<file path="src/shs_pkg.sv">
// Purpose: Shared constants and types for the homing sequencer
// Assumes: 200 MHz system clock, Avalon-MM byte addressing
// Notes:   Segment words pack direction, speed, end event and end kind
package shs_pkg;

  // ----------------------------------------------------------------
  // Register map and fields
  // ----------------------------------------------------------------
  localparam logic [4:0]  OFF_CTRL       = 5'h00;
  localparam logic [4:0]  OFF_METHOD     = 5'h04;
  localparam logic [4:0]  OFF_HIGH_SPD   = 5'h08;
  localparam logic [4:0]  OFF_LOW_SPD    = 5'h0C;
  localparam logic [4:0]  OFF_ACCEL      = 5'h10;
  localparam logic [4:0]  OFF_STATUS     = 5'h14;
  localparam int          CTRL_START_BIT = 0;
  localparam logic [7:0]  METHOD_RST     = 8'h0A;
  localparam logic [15:0] HIGH_SPD_RST   = 16'h03E8;
  localparam logic [15:0] LOW_SPD_RST    = 16'h0064;
  localparam logic [15:0] ACCEL_RST      = 16'h0010;

  // ----------------------------------------------------------------
  // Homing method codes
  // ----------------------------------------------------------------
  localparam logic [7:0] M_10 = 8'h0A;
  localparam logic [7:0] M_11 = 8'h0B;
  localparam logic [7:0] M_12 = 8'h0C;
  localparam logic [7:0] M_13 = 8'h0D;
  localparam logic [7:0] M_14 = 8'h0E;
  localparam logic [7:0] M_17 = 8'h11;
  localparam logic [7:0] M_18 = 8'h12;
  localparam logic [7:0] M_19 = 8'h13;

  // ----------------------------------------------------------------
  // Paths, segment fields and timing
  // ----------------------------------------------------------------
  localparam logic [1:0] P_NORM     = 2'h0;
  localparam logic [1:0] P_LIMIT    = 2'h1;
  localparam logic [1:0] P_ACTIVE   = 2'h2;
  localparam logic       DIR_FWD    = 1'b1;
  localparam logic       DIR_REV    = 1'b0;
  localparam logic       SPD_HI     = 1'b1;
  localparam logic       SPD_LO     = 1'b0;
  localparam logic [1:0] EV_HW_RISE = 2'h0;
  localparam logic [1:0] EV_HW_FALL = 2'h1;
  localparam logic [1:0] EV_OT_RISE = 2'h2;
  localparam logic [1:0] EV_OT_FALL = 2'h3;
  localparam logic [1:0] END_NEXT   = 2'h0;
  localparam logic [1:0] END_IDX    = 2'h1;
  localparam logic [1:0] END_EVT    = 2'h2;
  localparam logic [1:0] END_NONE   = 2'h3;
  localparam int         CLK_PERIOD_NS  = 5;
  localparam int         RAMP_TICK_NS   = 1000;
  localparam int         RAMP_TICK_CYC  = RAMP_TICK_NS / CLK_PERIOD_NS;

  typedef enum logic [1:0] {ST_IDLE, ST_SEG, ST_ARMED, ST_STOP} shs_state_t;

endpackage : shs_pkg

</file>
<file path="src/shs_homing_sequencer.sv">
// Purpose: Homing sequencer for methods 10 to 14 and 17 to 19 with Avalon-MM registers
// Assumes: Switch and index inputs are synchronous to clk_sys
// Notes:   Speed ramps by the accel register once per ramp tick
`timescale 1ns/10ps

module shs_homing_sequencer (
  input  wire logic        clk_sys,
  input  wire logic        rst,
  input  wire logic [4:0]  avs_address,
  input  wire logic        avs_read,
  input  wire logic        avs_write,
  input  wire logic [31:0] avs_writedata,
  input  wire logic [3:0]  avs_byteenable,
  output logic [31:0]      avs_readdata,
  output logic             avs_waitrequest,
  input  wire logic        home_switch,
  input  wire logic        forward_overtravel,
  input  wire logic        reverse_overtravel,
  input  wire logic        encoder_index,
  output logic [15:0]      motor_speed,
  output logic             motor_fwd,
  output logic             homing_busy,
  output logic             homing_done
);
  import shs_pkg::*;

  // ----------------------------------------------------------------
  // Functions
  // ----------------------------------------------------------------
  // Methods that have a defined trajectory
  function automatic logic method_ok(input logic [7:0] m);
    method_ok = (m >= M_10 && m <= M_14) || (m >= M_17 && m <= M_19);
  endfunction : method_ok

  // Segment word {fwd, fast, event, end kind} per method, path and step
  function automatic logic [5:0] seg_lookup(input logic [7:0] m, input logic [1:0] p,
                                            input logic [1:0] i);
    case ({m, p, i})
      {M_10, P_NORM, 2'h0}:   seg_lookup = {DIR_FWD, SPD_HI, EV_HW_RISE, END_NEXT};
      {M_10, P_NORM, 2'h1}:   seg_lookup = {DIR_FWD, SPD_LO, EV_HW_FALL, END_NEXT};
      {M_10, P_NORM, 2'h2}:   seg_lookup = {DIR_REV, SPD_LO, EV_HW_RISE, END_NEXT};
      {M_10, P_NORM, 2'h3}:   seg_lookup = {DIR_FWD, SPD_LO, EV_HW_FALL, END_IDX};
      {M_10, P_LIMIT, 2'h0}:  seg_lookup = {DIR_REV, SPD_HI, EV_HW_RISE, END_NEXT};
      {M_10, P_LIMIT, 2'h1}:  seg_lookup = {DIR_FWD, SPD_LO, EV_HW_FALL, END_IDX};
      {M_10, P_ACTIVE, 2'h0}: seg_lookup = {DIR_FWD, SPD_LO, EV_HW_FALL, END_IDX};
      {M_11, P_NORM, 2'h0}:   seg_lookup = {DIR_REV, SPD_HI, EV_HW_RISE, END_NEXT};
      {M_11, P_NORM, 2'h1}:   seg_lookup = {DIR_FWD, SPD_LO, EV_HW_FALL, END_IDX};
      {M_11, P_LIMIT, 2'h0}:  seg_lookup = {DIR_FWD, SPD_HI, EV_HW_RISE, END_NEXT};
      {M_11, P_LIMIT, 2'h1}:  seg_lookup = {DIR_FWD, SPD_LO, EV_HW_FALL, END_NEXT};
      {M_11, P_LIMIT, 2'h2}:  seg_lookup = {DIR_REV, SPD_LO, EV_HW_RISE, END_NEXT};
      {M_11, P_LIMIT, 2'h3}:  seg_lookup = {DIR_FWD, SPD_LO, EV_HW_FALL, END_IDX};
      {M_11, P_ACTIVE, 2'h0}: seg_lookup = {DIR_FWD, SPD_LO, EV_HW_FALL, END_IDX};
      {M_12, P_NORM, 2'h0}:   seg_lookup = {DIR_REV, SPD_HI, EV_HW_RISE, END_NEXT};
      {M_12, P_NORM, 2'h1}:   seg_lookup = {DIR_FWD, SPD_LO, EV_HW_FALL, END_NEXT};
      {M_12, P_NORM, 2'h2}:   seg_lookup = {DIR_REV, SPD_LO, EV_HW_RISE, END_IDX};
      {M_12, P_LIMIT, 2'h0}:  seg_lookup = {DIR_FWD, SPD_HI, EV_HW_RISE, END_NEXT};
      {M_12, P_LIMIT, 2'h1}:  seg_lookup = {DIR_FWD, SPD_LO, EV_HW_FALL, END_NEXT};
      {M_12, P_LIMIT, 2'h2}:  seg_lookup = {DIR_REV, SPD_LO, EV_HW_RISE, END_IDX};
      {M_12, P_ACTIVE, 2'h0}: seg_lookup = {DIR_FWD, SPD_LO, EV_HW_FALL, END_NEXT};
      {M_12, P_ACTIVE, 2'h1}: seg_lookup = {DIR_REV, SPD_LO, EV_HW_RISE, END_IDX};
      {M_13, P_NORM, 2'h0}:   seg_lookup = {DIR_REV, SPD_HI, EV_HW_FALL, END_NEXT};
      {M_13, P_NORM, 2'h1}:   seg_lookup = {DIR_FWD, SPD_LO, EV_HW_RISE, END_IDX};
      {M_13, P_LIMIT, 2'h0}:  seg_lookup = {DIR_FWD, SPD_HI, EV_HW_RISE, END_NEXT};
      {M_13, P_LIMIT, 2'h1}:  seg_lookup = {DIR_REV, SPD_LO, EV_HW_FALL, END_NEXT};
      {M_13, P_LIMIT, 2'h2}:  seg_lookup = {DIR_FWD, SPD_LO, EV_HW_RISE, END_IDX};
      {M_13, P_ACTIVE, 2'h0}: seg_lookup = {DIR_REV, SPD_LO, EV_HW_FALL, END_NEXT};
      {M_13, P_ACTIVE, 2'h1}: seg_lookup = {DIR_FWD, SPD_LO, EV_HW_RISE, END_IDX};
      {M_14, P_NORM, 2'h0}:   seg_lookup = {DIR_REV, SPD_HI, EV_HW_RISE, END_NEXT};
      {M_14, P_NORM, 2'h1}:   seg_lookup = {DIR_REV, SPD_LO, EV_HW_FALL, END_NEXT};
      {M_14, P_NORM, 2'h2}:   seg_lookup = {DIR_FWD, SPD_LO, EV_HW_RISE, END_NEXT};
      {M_14, P_NORM, 2'h3}:   seg_lookup = {DIR_REV, SPD_LO, EV_HW_FALL, END_IDX};
      {M_14, P_LIMIT, 2'h0}:  seg_lookup = {DIR_FWD, SPD_HI, EV_HW_RISE, END_NEXT};
      {M_14, P_LIMIT, 2'h1}:  seg_lookup = {DIR_REV, SPD_LO, EV_HW_FALL, END_IDX};
      {M_14, P_ACTIVE, 2'h0}: seg_lookup = {DIR_REV, SPD_LO, EV_HW_FALL, END_IDX};
      {M_17, P_NORM, 2'h0}:   seg_lookup = {DIR_REV, SPD_HI, EV_OT_RISE, END_NEXT};
      {M_17, P_NORM, 2'h1}:   seg_lookup = {DIR_FWD, SPD_LO, EV_OT_FALL, END_EVT};
      {M_17, P_ACTIVE, 2'h0}: seg_lookup = {DIR_FWD, SPD_LO, EV_OT_FALL, END_EVT};
      {M_18, P_NORM, 2'h0}:   seg_lookup = {DIR_FWD, SPD_HI, EV_OT_RISE, END_NEXT};
      {M_18, P_NORM, 2'h1}:   seg_lookup = {DIR_REV, SPD_LO, EV_OT_FALL, END_EVT};
      {M_18, P_ACTIVE, 2'h0}: seg_lookup = {DIR_REV, SPD_LO, EV_OT_FALL, END_EVT};
      {M_19, P_NORM, 2'h0}:   seg_lookup = {DIR_FWD, SPD_HI, EV_HW_RISE, END_NEXT};
      {M_19, P_NORM, 2'h1}:   seg_lookup = {DIR_REV, SPD_LO, EV_HW_FALL, END_EVT};
      {M_19, P_ACTIVE, 2'h0}: seg_lookup = {DIR_REV, SPD_LO, EV_HW_FALL, END_EVT};
      default:                seg_lookup = {DIR_REV, SPD_LO, EV_HW_RISE, END_NONE};
    endcase
  endfunction : seg_lookup

  // ----------------------------------------------------------------
  // Registers
  // ----------------------------------------------------------------
  shs_state_t  state_reg;
  logic [1:0]  path_reg;
  logic [1:0]  idx_reg;
  logic [7:0]  method_reg;
  logic [15:0] high_reg;
  logic [15:0] low_reg;
  logic [15:0] accel_reg;
  logic [15:0] vel_reg;
  logic [15:0] vel_next;
  logic        dir_reg;
  logic        done_reg;
  logic        err_reg;
  logic        wait_reg;
  logic [31:0] rdata_reg;
  logic [7:0]  tick_cnt_reg;
  logic        tick_reg;
  logic        hw_prev_reg;
  logic        fot_prev_reg;
  logic        rot_prev_reg;
  logic        idx_prev_reg;

  // ----------------------------------------------------------------
  // Bus decode
  // ----------------------------------------------------------------
  // Master sees waitrequest low one cycle after it raises a request
  wire         req_any   = avs_read | avs_write;
  wire         wr_fire   = avs_write & ~wait_reg;
  wire [31:0]  wmask     = {{8{avs_byteenable[3]}}, {8{avs_byteenable[2]}},
                            {8{avs_byteenable[1]}}, {8{avs_byteenable[0]}}};
  wire         cfg_wr    = wr_fire & (state_reg == ST_IDLE);
  wire         start_req = cfg_wr & (avs_address == OFF_CTRL) & avs_byteenable[0]
                           & avs_writedata[CTRL_START_BIT];
  wire [31:0]  status    = {vel_reg, 8'h00, idx_reg, path_reg, dir_reg, err_reg,
                            done_reg, state_reg != ST_IDLE};
  wire [31:0]  rdata_mux = (avs_address == OFF_METHOD)   ? {24'h000000, method_reg} :
                           (avs_address == OFF_HIGH_SPD) ? {16'h0000, high_reg} :
                           (avs_address == OFF_LOW_SPD)  ? {16'h0000, low_reg} :
                           (avs_address == OFF_ACCEL)    ? {16'h0000, accel_reg} :
                           (avs_address == OFF_STATUS)   ? status : 32'h00000000;

  // Byte-lane merge for configuration writes
  wire [31:0] merge_method = ({24'h000000, method_reg} & ~wmask) | (avs_writedata & wmask);
  wire [31:0] merge_high   = ({16'h0000, high_reg} & ~wmask) | (avs_writedata & wmask);
  wire [31:0] merge_low    = ({16'h0000, low_reg} & ~wmask) | (avs_writedata & wmask);
  wire [31:0] merge_accel  = ({16'h0000, accel_reg} & ~wmask) | (avs_writedata & wmask);

  // ----------------------------------------------------------------
  // Edge detection and segment decode
  // ----------------------------------------------------------------
  // Inputs are already synchronous; one stage of history gives edges
  wire        hw_rise   = home_switch & ~hw_prev_reg;
  wire        hw_fall   = ~home_switch & hw_prev_reg;
  wire        ot_lvl    = (method_reg == M_17) ? reverse_overtravel : forward_overtravel;
  wire        ot_prev   = (method_reg == M_17) ? rot_prev_reg : fot_prev_reg;
  wire        ot_rise   = ot_lvl & ~ot_prev;
  wire        ot_fall   = ~ot_lvl & ot_prev;
  wire        idx_rise  = encoder_index & ~idx_prev_reg;
  wire [5:0]  seg       = seg_lookup(method_reg, path_reg, idx_reg);
  wire        seg_fwd   = seg[5];
  wire        seg_fast  = seg[4];
  wire [1:0]  seg_evt   = seg[3:2];
  wire [1:0]  seg_end   = seg[1:0];
  wire        evt_hit   = (seg_evt == EV_HW_RISE) ? hw_rise :
                          (seg_evt == EV_HW_FALL) ? hw_fall :
                          (seg_evt == EV_OT_RISE) ? ot_rise : ot_fall;
  wire        is_switch = (method_reg >= M_10) && (method_reg <= M_14);
  wire        fwd_first = (method_reg == M_10);
  wire        limit_hit = is_switch && (path_reg == P_NORM) && (idx_reg == 2'h0)
                          && (fwd_first ? forward_overtravel : reverse_overtravel);
  wire        start_act = (method_reg == M_17) ? reverse_overtravel :
                          (method_reg == M_18) ? forward_overtravel : home_switch;

  // ----------------------------------------------------------------
  // Velocity ramp
  // ----------------------------------------------------------------
  // Target drops to zero while turning round or stopping
  wire        running = (state_reg == ST_SEG) || (state_reg == ST_ARMED);
  wire [15:0] tgt_spd = (running && (seg_fwd == dir_reg)) ?
                        (seg_fast ? high_reg : low_reg) : 16'h0000;
  wire [15:0] up_gap  = tgt_spd - vel_reg;
  wire [15:0] dn_gap  = vel_reg - tgt_spd;

  // One accel step per tick, never overshooting the target
  always_comb
  begin
    vel_next = vel_reg;
    if (tick_reg && (vel_reg < tgt_spd))
    begin
      vel_next = (up_gap > accel_reg) ? (vel_reg + accel_reg) : tgt_spd;
    end
    else if (tick_reg && (vel_reg > tgt_spd))
    begin
      vel_next = (dn_gap > accel_reg) ? (vel_reg - accel_reg) : tgt_spd;
    end
  end

  // Ramp tick divider
  always_ff @(posedge clk_sys)
  begin
    if (rst || (tick_cnt_reg == 8'(RAMP_TICK_CYC - 1)))
      tick_cnt_reg <= 8'h00;
    else
      tick_cnt_reg <= tick_cnt_reg + 8'h01;
    tick_reg <= ~rst & (tick_cnt_reg == 8'(RAMP_TICK_CYC - 1));
  end

  // Speed and direction; direction turns only at standstill
  always_ff @(posedge clk_sys)
  begin
    if (rst)
    begin
      vel_reg <= 16'h0000;
      dir_reg <= DIR_FWD;
    end
    else
    begin
      vel_reg <= vel_next;
      if (running && (vel_reg == 16'h0000) && (seg_fwd != dir_reg))
        dir_reg <= seg_fwd;
    end
  end

  // ----------------------------------------------------------------
  // Sequencer
  // ----------------------------------------------------------------
  // Walks the segment table; limit hit on the first fast leg turns paths
  always_ff @(posedge clk_sys)
  begin
    if (rst)
    begin
      state_reg <= ST_IDLE;
      path_reg  <= P_NORM;
      idx_reg   <= 2'h0;
      done_reg  <= 1'b0;
      err_reg   <= 1'b0;
    end
    else
    begin
      case (state_reg)
        ST_IDLE:
        begin
          if (start_req)
          begin
            done_reg  <= 1'b0;
            err_reg   <= ~method_ok(method_reg);
            idx_reg   <= 2'h0;
            path_reg  <= start_act ? P_ACTIVE : P_NORM;
            state_reg <= method_ok(method_reg) ? ST_SEG : ST_IDLE;
          end
        end
        ST_SEG:
        begin
          if (limit_hit)
          begin
            path_reg <= P_LIMIT;
            idx_reg  <= 2'h0;
          end
          else if (evt_hit && (seg_end == END_NEXT))
            idx_reg <= idx_reg + 2'h1;
          else if (evt_hit && (seg_end == END_IDX))
            state_reg <= ST_ARMED;
          else if (evt_hit && (seg_end == END_EVT))
            state_reg <= ST_STOP;
        end
        ST_ARMED:
        begin
          if (idx_rise)
            state_reg <= ST_STOP;
        end
        ST_STOP:
        begin
          if (vel_reg == 16'h0000)
          begin
            state_reg <= ST_IDLE;
            done_reg  <= 1'b1;
          end
        end
        default:
          state_reg <= ST_IDLE;
      endcase
    end
  end

  // ----------------------------------------------------------------
  // Register file and bus answer
  // ----------------------------------------------------------------
  // Configuration is frozen while a homing run is active
  always_ff @(posedge clk_sys)
  begin
    if (rst)
    begin
      method_reg <= METHOD_RST;
      high_reg   <= HIGH_SPD_RST;
      low_reg    <= LOW_SPD_RST;
      accel_reg  <= ACCEL_RST;
      wait_reg   <= 1'b1;
      rdata_reg  <= 32'h00000000;
    end
    else
    begin
      wait_reg <= ~(req_any & wait_reg);
      if (avs_read && wait_reg)
        rdata_reg <= rdata_mux;
      if (cfg_wr && (avs_address == OFF_METHOD))
        method_reg <= merge_method[7:0];
      if (cfg_wr && (avs_address == OFF_HIGH_SPD))
        high_reg <= merge_high[15:0];
      if (cfg_wr && (avs_address == OFF_LOW_SPD))
        low_reg <= merge_low[15:0];
      if (cfg_wr && (avs_address == OFF_ACCEL))
        accel_reg <= merge_accel[15:0];
    end
  end

  // Input history for edge detection
  always_ff @(posedge clk_sys)
  begin
    hw_prev_reg  <= ~rst & home_switch;
    fot_prev_reg <= ~rst & forward_overtravel;
    rot_prev_reg <= ~rst & reverse_overtravel;
    idx_prev_reg <= ~rst & encoder_index;
  end

  // Outputs straight from flip-flops, except homing_busy decoded from state_reg
  assign avs_readdata    = rdata_reg;
  assign avs_waitrequest = wait_reg;
  assign motor_speed     = vel_reg;
  assign motor_fwd       = dir_reg;
  assign homing_busy     = running | (state_reg == ST_STOP);
  assign homing_done     = done_reg;

  // ----------------------------------------------------------------
  // Assertions
  // ----------------------------------------------------------------
  property p_bad_method;
    @(posedge clk_sys) disable iff (rst)
      (state_reg == ST_IDLE && start_req && !method_ok(method_reg))
      |=> (err_reg && state_reg == ST_IDLE) [*2];
  endproperty
  a_bad_method: assert property (p_bad_method) else $error("undefined method moved");

  property p_limit_turn;
    @(posedge clk_sys) disable iff (rst)
      (state_reg == ST_SEG && limit_hit) |=> (path_reg == P_LIMIT && idx_reg == 2'h0);
  endproperty
  a_limit_turn: assert property (p_limit_turn) else $error("limit did not turn path");

  property p_idx_stop;
    @(posedge clk_sys) disable iff (rst)
      (state_reg == ST_ARMED && idx_rise) |=> (state_reg == ST_STOP);
  endproperty
  a_idx_stop: assert property (p_idx_stop) else $error("index pulse did not stop");

  property p_m19_no_idx;
    @(posedge clk_sys) disable iff (rst)
      (method_reg == M_19) |-> (state_reg != ST_ARMED);
  endproperty
  a_m19_no_idx: assert property (p_m19_no_idx) else $error("method 19 waits on index");

  property p_ramp_tick;
    @(posedge clk_sys) disable iff (rst)
      (!tick_reg) |=> $stable(vel_reg);
  endproperty
  a_ramp_tick: assert property (p_ramp_tick) else $error("speed changed off tick");

  property p_dir_rest;
    @(posedge clk_sys) disable iff (rst)
      (!$stable(dir_reg)) |-> ($past(vel_reg) == 16'h0000);
  endproperty
  a_dir_rest: assert property (p_dir_rest) else $error("direction turned in motion");

  property p_active_start;
    @(posedge clk_sys) disable iff (rst)
      (state_reg == ST_IDLE && start_req && is_switch && home_switch)
      |=> (path_reg == P_ACTIVE && state_reg == ST_SEG);
  endproperty
  a_active_start: assert property (p_active_start) else $error("active start path");

  property p_done;
    @(posedge clk_sys) disable iff (rst)
      (state_reg == ST_STOP && vel_reg == 16'h0000) |=> (done_reg && !homing_busy);
  endproperty
  a_done: assert property (p_done) else $error("done not raised at stop");

  property p_evt_stop;
    @(posedge clk_sys) disable iff (rst)
      (state_reg == ST_SEG && !limit_hit && evt_hit && seg_end == END_EVT)
      |=> (state_reg == ST_STOP) ##1 (homing_busy && !done_reg);
  endproperty
  a_evt_stop: assert property (p_evt_stop) else $error("edge did not stop run");

endmodule : shs_homing_sequencer

</file>
<file path="config.mk">
export PLATFORM = sky130hd
export DESIGN_NAME = shs_homing_sequencer
export DESIGN_NICKNAME = d
export VERILOG_FILES = /design/src/shs_pkg.sv /design/src/shs_homing_sequencer.sv
export SDC_FILE = /design/constraint.sdc
export NUM_CORES = 1
export LEC_CHECK = 0
export ABC_AREA = 1
export BUFFER_PORTS_ARGS = -buffer_cell sky130_fd_sc_hd__buf_2
export CORE_AREA = 2 2 172 174
export CTS_CLUSTER_DIAMETER = 80
export DETAILED_ROUTE_END_ITERATION = 16
export DIE_AREA = 0 0 174 176
export PLACE_DENSITY = 0.53
export SLEW_MARGIN = 20
export SYNTH_ARGS = -nofsm -noshare
export SYNTH_HDL_FRONTEND = slang
export SYNTH_SLANG_ARGS = --single-unit
</file>
<file path="constraint.sdc">
create_clock -name clk_sys -period 4.8 [get_ports clk_sys]
set_clock_uncertainty 0.1 [all_clocks]
set_input_delay 1.44 -clock clk_sys [delete_from_list [all_inputs] [get_ports clk_sys]]
set_output_delay 1.44 -clock clk_sys [all_outputs]
set_load 0.1 [all_outputs]
</file>
* Word-level counts from Yosys, hierarchy flattened *
Index checks and enable logic that the tools add are counted.

storage, ports and cells
  bits in registers = 127
  input bits = 49
  output and inout bits = 52
  word-level logic and storage cells = 230

cells by class
  bitwise logic cells = 37
  equality and inequality tests = 71
  reductions and logical operators = 49
  magnitude comparators = 8
  $add $sub $neg = 6
  mux-type cells = 40

operators with widths
  operator                                                           number
  12-bit by 8-bit == test with 1-bit output (second input constant)  36
  32-bit two-way mux                                                 5
  12-bit by 9-bit == test with 1-bit output (second input constant)  9
  16-bit two-way mux                                                 6
  6-bit case mux with 16 select lines                                1
  16-bit bitwise AND                                                 4
  16-bit greater-than comparator                                     3
  16-bit OR                                                          3
  16-bit subtractor                                                  3
  2-bit two-way mux                                                  13
  1-bit logical AND                                                  18
  16-bit adder                                                       1
  1-bit bitwise AND                                                  16
  8-bit by 5-bit == test with 1-bit output (second input constant)   2
  16-bit logical NOT                                                 1
  16-bit less-than comparator                                        1
  16-bit inverter                                                    1
  2-bit != test (second input constant)                              6
  3-bit OR reduction                                                 4
  6-bit OR reduction                                                 2
  1-bit two-way mux                                                  11
  5-bit by 4-bit == test with 1-bit output (second input constant)   2
  5-bit == test (second input constant)                              2
  2-bit logical NOT                                                  5
  31 further kinds                                                   56

* Longest topological paths before layout *
Gate-level depths: netlist of the first run.

  depth after elaboration = 13
  depth in mapped cells = 39
  mapped depth without buffers = 36

* Worst setup path after synthesis of the first run *
No wires, ideal clock.

  path type = reg-to-reg
  start = register idx_reg[0]
  end = register vel_reg[7] (netlist: motor_speed[7])
  data arrival time = 4.672 ns
  required time = 4.591 ns
  library setup time = 0.109 ns
  period minus slack after synthesis = 4.881 ns
  cell stages (with the launch flop) = 34
  buffers on the path = 2
  path slack = -0.081 ns
  cells stage by stage = dfxtp_1 -> inv_1 -> ha_1 -> nand3_2 -> nand2_1 -> nand2_1 -> nand2_1 -> nand3b_4 -> nor2_4 -> nand3_2 -> nand3_4 -> or2_4 -> inv_1 -> ha_1 -> clkbuf_1 -> nand2_1 -> inv_1 -> nand3_1 -> nor3_1 -> nand2_1 -> o2111ai_1 -> xor2_1 -> inv_1 -> ha_1 -> nand4_1 -> nor3_1 -> nand2_1 -> a21boi_1 -> clkbuf_1 -> nand2_1 -> nand3_1 -> nand3_1 -> nand2_1 -> inv_1

on the way
  word-level cells in the longest chain between the ends = 11
  elaborated cells on any way between the ends = 75
  classes of those cells = add/sub (2); order compare (4); eq/ne (46); mux (7); reduce/logical (16)

ends and longest elaborated chain
  item                                                                                                           RTL line                     RTL
  start, declared                                                                                                shs_homing_sequencer.sv:93   logic [1:0] idx_reg;
  start signal, assigned                                                                                         shs_homing_sequencer.sv:249  idx_reg <= idx_reg + 2'h1;
  12-bit by 9-bit == test with 1-bit output / 12-bit by 8-bit == test with 1-bit output (equally long branches)  shs_homing_sequencer.sv:38   case ({m, p, i})
  6-bit OR reduction (no line), or another cell as far along                                                     n/a
  6-bit case mux with 16 select lines (*)                                                                        shs_homing_sequencer.sv:38
  1-bit == test                                                                                                  shs_homing_sequencer.sv:168  wire [15:0] tgt_spd = (running && (seg_fwd == dir_reg)) ?
  1-bit logical AND                                                                                              shs_homing_sequencer.sv:168
  16-bit two-way mux (*)                                                                                         shs_homing_sequencer.sv:168
  16-bit subtractor                                                                                              shs_homing_sequencer.sv:171  wire [15:0] dn_gap = vel_reg - tgt_spd;
  16-bit greater-than comparator                                                                                 shs_homing_sequencer.sv:183  vel_next = (dn_gap > accel_reg) ? (vel_reg - accel_reg) : tgt_spd;
  16-bit two-way mux                                                                                             shs_homing_sequencer.sv:183
  16-bit two-way mux                                                                                             shs_homing_sequencer.sv:181  else if (tick_reg && (vel_reg > tgt_spd))
  16-bit two-way mux                                                                                             shs_homing_sequencer.sv:177  if (tick_reg && (vel_reg < tgt_spd))
  end signal, assigned                                                                                           shs_homing_sequencer.sv:207  vel_reg <= vel_next;
  end, declared                                                                                                  shs_homing_sequencer.sv:98   logic [15:0] vel_reg;

Every way passes the cells marked *; elsewhere a longest branch is shown, timed or not. The select of a mux whose other input is x is not followed.
A chain may end at the register's enable or synchronous reset.

* Worst setup path in the final report of the first run *
  start = register idx_reg[0]
  end = register vel_reg[2] (netlist: motor_speed[2])

The elaborated chain is that of the path after synthesis.

==> results of run 1 <==
-- worst min path at each step --
stage                                     startpoint                          to  slack [ns]
final                     tick_cnt_reg[0]$_SDFF_PP0_  tick_cnt_reg[0]$_SDFF_PP0_        0.35
after CTS                 tick_cnt_reg[0]$_SDFF_PP0_  tick_cnt_reg[0]$_SDFF_PP0_        0.36
after global routing      tick_cnt_reg[0]$_SDFF_PP0_  tick_cnt_reg[0]$_SDFF_PP0_        0.38
after detailed placement  tick_cnt_reg[0]$_SDFF_PP0_  tick_cnt_reg[0]$_SDFF_PP0_        0.35
after floorplan           tick_cnt_reg[0]$_SDFF_PP0_  tick_cnt_reg[0]$_SDFF_PP0_        0.32
after global placement    tick_cnt_reg[0]$_SDFF_PP0_  tick_cnt_reg[0]$_SDFF_PP0_        0.33
-- metal layers --
metal / track usage, % / vias to the layer above / share of wire (%)
met3: 3.25 / 82 / 4.1
met2: 44.2 / 356 / 47
li1: - / 6006 / -
met4: 10.4 / 0 / 3.3
met5: 0 / - / 0
met1: 34.1 / 5700 / 46
-- power breakdown --
group	leakage (nW)	total (mW)	internal, mW	switching, mW
registers	1.03	1.11	1.08	0.0262
logic	6.29	8.03	3.69	4.35
clock network	0.274	1.30	0.690	0.611
-- cells by family after synthesis --
family	Yosys count	share of synthesized area, %
simple gates	641	27.0
compound gates	384	20.6
buf+inv	303	11.2
flops	127	24.1
fa+ha+maj	106	12.9
xor+xnor	51	4.24
-- through the flow --
step	cell area [um^2]	utilization (%)
final	15300	53.6
after global routing	15300	53.6
after CTS	14700	51.6
after detailed placement	12800	45.0
after global placement	12800	45.0
after floorplan	10500	-
-- cells in the final DEF (no fill, tap or decap), types with 9 or more instances in the layout --
master	instances
nand2_1	264
buf_4	252
inv_1	215
a21oi_1	133
nor2_1	124
dfxtp_1	120
o21ai_0	98
buf_2	82
ha_1	77
nand3_1	67
xor2_1	44
nand2_2	40
buf_6	37
nand3_2	35
o21ai_1	28
inv_2	22
ha_4	21
nor2_4	19
o211ai_1	19
nand4_1	18
nor3_1	17
clkbuf_16	17
a21oi_2	15
nand2_4	13
nor2_2	12
nand3_4	11
o21ai_2	10
a31oi_1	10
a221oi_1	9
-- what timing repair did --
action                                  CTS  global route
setup buffers                            71            31
resized for setup                       177           132
pin swaps                                66            59
hold endpoints to repair                  0             0
endpoints found under the setup margin   16            20
-- critical path, delay by kind of cell (launching register included) --
kind,cells,cell delay (ns)
AND/OR/NAND/NOR,13,1.46
XOR/XNOR,1,0.17
AO/OA/AOI/OAI,6,1.05
flip-flops,1,0.36
adder cells (fa/ha/maj),3,0.79
buffers and inverters,9,1.10
-- layout make-up --
type | instances | area [um^2] | area share (%)
well taps | 384 | 480 | 3.14
flip-flops and latches | 127 | 2560 | 16.8
clock inverters | 15 | 149 | 0.974
clock buffers | 17 | 425 | 2.78
inverters | 245 | 938 | 6.14
repair buffers | 376 | 2820 | 18.4
multi-input cells | 1182 | 7920 | 51.8
==> impl_results.md, run 1 <==
- Synth Area per Inst: 6.54 um^2
- Net count, final: 2104
- Layout cells sized above 1: 33.3%
- RSZ-0062 raised after global routing: true
- Area of the die: 30600 um^2
- DRC: 0
- Clock-pin slew on the worst setup and hold paths: 0.07 ns
- Reg-to-reg slack, setup: -0.36 ns
- Endpoint type of the worst setup path: register
- Actual slew at the worst max-slew pin: 0.899 ns
- VDD IR-drop max: 0.000629 V
- Number of routed nets with antenna violations: 0
- Failing checks: negative setup slack
- Predominant post-synthesis flop cell: dfxtp_1
- Hold Violations, Final: 0
- Max-slew headroom at the worst pin: 39.9%
- Largest incremental delay on the critical path: 0.36 ns
- Number of buffers on the longest clock path: 2
- Total CTS buffers: 17
- Kind of critical path: reg -> reg
- Worst setup path endpoint: motor_speed[2]$_SDFFE_PP0P_
- Most common library cells after synthesis: nand2_1, inv_1, a21oi_1, nor2_1, dfxtp_1
- Number of fillers in the final layout: 2866
- Setup violation total in the final timing report: 16
- DRT Pass-1 Iters: 5
- Worst endpoint data arrival time: 5.39 ns
- Max stage delay cell, worst path: dfxtp_2
- Ports placed on the boundary: 101
- Placeable core region: 28500 um^2
- CTS Sinks: 127
- Cell count after synthesis: 1612
- Startpoint kind of the worst setup timing path: register
- Cells taking the most area after synthesis: dfxtp_1, ha_1, nand2_1
- Wire length of the first global-routing pass: 62700 um
- Minimum hold slack: 0.352 ns
- Required time of the worst setup path: 5.03 ns
- Number of enable flip-flop cells after synthesis: 0
- Clk_lat worst skew: 0.44 ns
- Initial Util: 36.9%
- Startpoint of the lowest-slack register-to-register path: idx_reg[0]$_SDFFE_PP0P_
- Most common cell in the netlist: nand2_1
- Flip-flop and latch count after synthesis: 127
- Routed wire length per instance: 17.6 um
- Worst-case reg-to-reg path depth: 32
- Time the final worst path needs with I/O delays and setup: 5.16 ns
- Reported max-cap violation count: 0
- Unique cell type count in the Yosys netlist: 52
- Maximum number of pins on one net before global-route repair: 46
- Routability-driven placement congestion ratio: 0.901
- Total Neg Setup Slack: -4.79 ns
- TritonCTS clock tree: built
- Leakage power summed over all cells: 7.60 nW
- Run status: finished with violations
- Half-perimeter wire length after detailed placement: 30500 um
- Start point of the critical path: idx_reg[0]$_SDFFE_PP0P_
- Area fraction of the dominant cell type after synthesis: 24.1%
- Number of buffers added to fix hold violations after cts: 0
- Worst hold path depth: 1
- DIE WIDTH: 174 um
- Number of H-tree levels: 4
- Share of the yosys chip area belonging to registers: 24.1%
- Clock root buffer: clkbuf_16
- Post-placement cell count: 2234
- Minimum setup slack after placement: -0.748 ns
- Diode insertion count for antenna repair: 0
- Synthesized Nets: 1767
- Number of antenna violations at the first check in global routing: 0
- Total power per unit cell area: 683 nW/um^2
- Count of input and output buffers: 82
- Chip height: 176 um
- Overall Power: 10.4 mW
- Share of synthesized registers carrying an async set or reset: 0%
- Remaining global-route overflow: 0
- Mapped cell area: 10500 um^2
- Upper clock frequency limit: 0.194 GHz
- Initial drt markers: 739
- Synth-to-layout area growth: 45.1%
- Number of global-route vias before repair: 11800
- Least setup slack across all paths after layout: -0.359 ns
- Std cell rows: 62
- Top cell type by total area after synthesis: dfxtp_1
- Critical-path maximum fanout: 7
- Final Max Slew Viols: 0
- Number of vias in the routed layout: 12100
- Total wire length: 41200 um
- DR vias/cell: 5.18
- Number of standard cells in the final layout excluding fillers: 2346
- R2r endpoint: motor_speed[2]$_SDFFE_PP0P_
- Overall Global Routing Usage: 26.2%
- Final worst-path cycle share: 107%
- Hold WC Path Type: reg -> reg
- Synth Warn #: 0
Power figures use the tool's default switching activity.
==> run 2: changes to the inputs <==
Clock period 4.8 ns to 4.6 ns, I/O delays scaled along.
==> run 2 against run 1 <==
  * The flow still finishes with violations (negative setup slack)
  * Via count is 2.3% lower
  * Clock-buffer cell count stayed put
  * Flip-flop and latch count stayed put
  * Worst setup slack worse by 0.079 ns
  * Hold slack worse by 0.0085 ns
  * First-iteration DRC count is 27% higher
  * Core utilization is 2.5 points lower
  * Sequential power is 5% higher
  * Non-clock buffer count is 70 lower
  * Clock power is 7% higher
  * Register-to-register slack worse by 0.08 ns
  * Final area is 4.6% lower
  * Largest power group unchanged
==> impl_results.md, run 2 (synthesized netlist as in run 1, its figures left out) <==
- DR vias/cell: 5.21 (+0.59%)
- Number of vias in the routed layout: 11900 (-2.3%)
- Critical-path maximum fanout: 8 (+1)
- Largest incremental delay on the critical path: 0.39 ns (+0.03 ns)
- Endpoint type of the worst setup path: register
- Routability-driven placement congestion ratio: 0.926 (+2.8%)
- Placeable core region: 28500 um^2 (unchanged)
- DRC: 0 (unchanged)
- Synth-to-layout area growth: 38.4%
- Count of input and output buffers: 82 (unchanged)
- VDD IR-drop max: 0.000912 V (+45%)
- Total CTS buffers: 17 (unchanged)
- Final Core Density: 51.1% (-2.5 points)
- Clock-pin slew on the worst setup and hold paths: 0.08 ns (about the same)
- Total Neg Setup Slack: -6.24 ns (-1.45 ns)
- Setup violation total in the final timing report: 16 (unchanged)
- Most common library cell in the layout ignoring fill and taps: nand2_1
- Upper clock frequency limit: 0.199 GHz (+2.4%)
- Initial Util: 36.9% (unchanged)
- Routed wire length per instance: 17.6 um (+0.41%)
- Chip height: 176 um (unchanged)
- Clk_lat worst skew: 0.44 ns (about the same)
- Actual slew at the worst max-slew pin: 0.923 ns (+0.0237 ns)
- Reported max-cap violation count: 0 (unchanged)
- DIE WIDTH: 174 um (unchanged)
- Cell area after layout: 14600 um^2 (-4.6%)
- Number of buffers on the longest clock path: 2 (unchanged)
- Final worst-path cycle share: 110% (+2.0 points)
- Layout cells sized above 1: 28.2% (-5.0 points)
- DRT Pass-1 Iters: 5 (unchanged)
- Total wire length: 40200 um (-2.5%)
- Net count, final: 2036 (-3.2%)
- Worst endpoint data arrival time: 5.27 ns (-0.12 ns)
- Number of global-route vias before repair: 11600 (-1.9%)
- Diode insertion count for antenna repair: 0 (unchanged)
- Failing checks: negative setup slack
- Number of routed nets with antenna violations: 0 (unchanged)
- Overall Global Routing Usage: 25.8% (-0.41 points)
- Required time of the worst setup path: 4.83 ns (-0.20 ns)
- Max stage delay cell, worst path: dfxtp_4
- Max-slew headroom at the worst pin: 38.3% (-1.6 points)
- Half-perimeter wire length after detailed placement: 30100 um (-1.3%)
- Clock root buffer: clkbuf_16
- Time the final worst path needs with I/O delays and setup: 5.04 ns (-0.121 ns)
- RSZ-0062 raised after global routing: true
- CTS Sinks: 127 (unchanged)
- Final Max Slew Viols: 0 (unchanged)
- Leakage power summed over all cells: 7.22 nW (-4.9%)
- Number of H-tree levels: 4 (unchanged)
- Minimum setup slack after placement: -0.762 ns (-0.0136 ns)
- TritonCTS clock tree: built
- Maximum number of pins on one net before global-route repair: 45 (-2.2%)
- Std cell rows: 62 (unchanged)
- Kind of critical path: reg -> reg
- Commonest cells after routing, fill and taps aside: nand2_1, inv_1, buf_4, a21oi_1, nor2_1
- Ports placed on the boundary: 101 (unchanged)
- Total power per unit cell area: 749 nW/um^2 (+9.7%)
- Area post-placement: 12800 um^2 (-0.32%)
- Least setup slack across all paths after layout: -0.438 ns (-0.0786 ns)
- Number of buffers added to fix hold violations after cts: 0 (unchanged)
- Run status: finished with violations
- Wire length of the first global-routing pass: 62200 um (-0.82%)
- Hold Violations, Final: 0 (unchanged)
- Hold WC Path Type: reg -> reg
- Area of the die: 30600 um^2 (unchanged)
- Number of fillers in the final layout: 2915 (+1.7%)
- Initial drt markers: 941 (+27%)
- Remaining global-route overflow: 0 (unchanged)
- Startpoint kind of the worst setup timing path: register
- Number of antenna violations at the first check in global routing: 0 (unchanged)
[run 2: path summary, 6_finish.rpt]
path	start	end	slack, ns	cells past startpoint
setup / recovery	idx_reg[0]$_SDFFE_PP0P_	motor_speed[6]$_SDFFE_PP0P_	-0.44	36
hold reg to reg	tick_cnt_reg[0]$_SDFF_PP0_	tick_cnt_reg[0]$_SDFF_PP0_	0.34	1
hold / removal	tick_cnt_reg[0]$_SDFF_PP0_	tick_cnt_reg[0]$_SDFF_PP0_	0.34	1
setup reg to reg	idx_reg[0]$_SDFFE_PP0P_	motor_speed[6]$_SDFFE_PP0P_	-0.44	36
[run 2: stage by stage]
stage                     std cells  total power [mW]  hold WS, ns
after floorplan                1612              4.88        0.318
after global placement         2217              7.31        0.333
after detailed placement       2217              7.38        0.334
after CTS                      2270              10.5        0.351
after global routing           2278              11.6        0.369
final                          2278              10.9        0.344
[run 2: final cells by class]
class | instances | area (um^2) | share of cell area [%]
inverters | 245 | 940 | 6.44
multi-input cells | 1183 | 7700 | 52.8
clock inverters | 15 | 166 | 1.14
flip-flops and latches | 127 | 2550 | 17.5
repair buffers | 306 | 2310 | 15.9
well taps | 384 | 480 | 3.30
clock buffers | 17 | 425 | 2.92
repair inverters | 1 | 6.26 | 0.0429
[run 2: where the power goes]
| part | internal [mW] | total [mW] | switching, mW |
|---|---|---|---|
| Combinational | 3.76 | 8.37 | 4.61 |
| Clock | 0.728 | 1.39 | 0.663 |
| Sequential | 1.13 | 1.16 | 0.0269 |
[run 2: layer usage]
layer / share of wire (%) / wire length [um] / track usage (%) / vias up
li1: - / - / - / 5880
met1: 45 / 18300 / 33.9 / 5583
met2: 47 / 19100 / 44.4 / 335
met3: 4.6 / 1860 / 3.17 / 64
met4: 2.5 / 1000 / 7.56 / 0
met5: 0 / 0 / 0 / -
[run 2: worst max-delay path: cells and delay by family, from the launching register on]
kind            cells  cell delay (ns)
buf+inv             9             0.83
xor+xnor            1             0.18
fa+ha+maj           3             0.66
flops               1             0.39
simple gates       19             2.26
compound gates      4             0.48
[run 2: timing repair]
action / in CTS / in global routing
pin swaps: 62 / 50
setup endpoints to repair: 16 / 16
resized for setup: 153 / 62
cloned: 4 / 3
setup buffers: 18 / 7
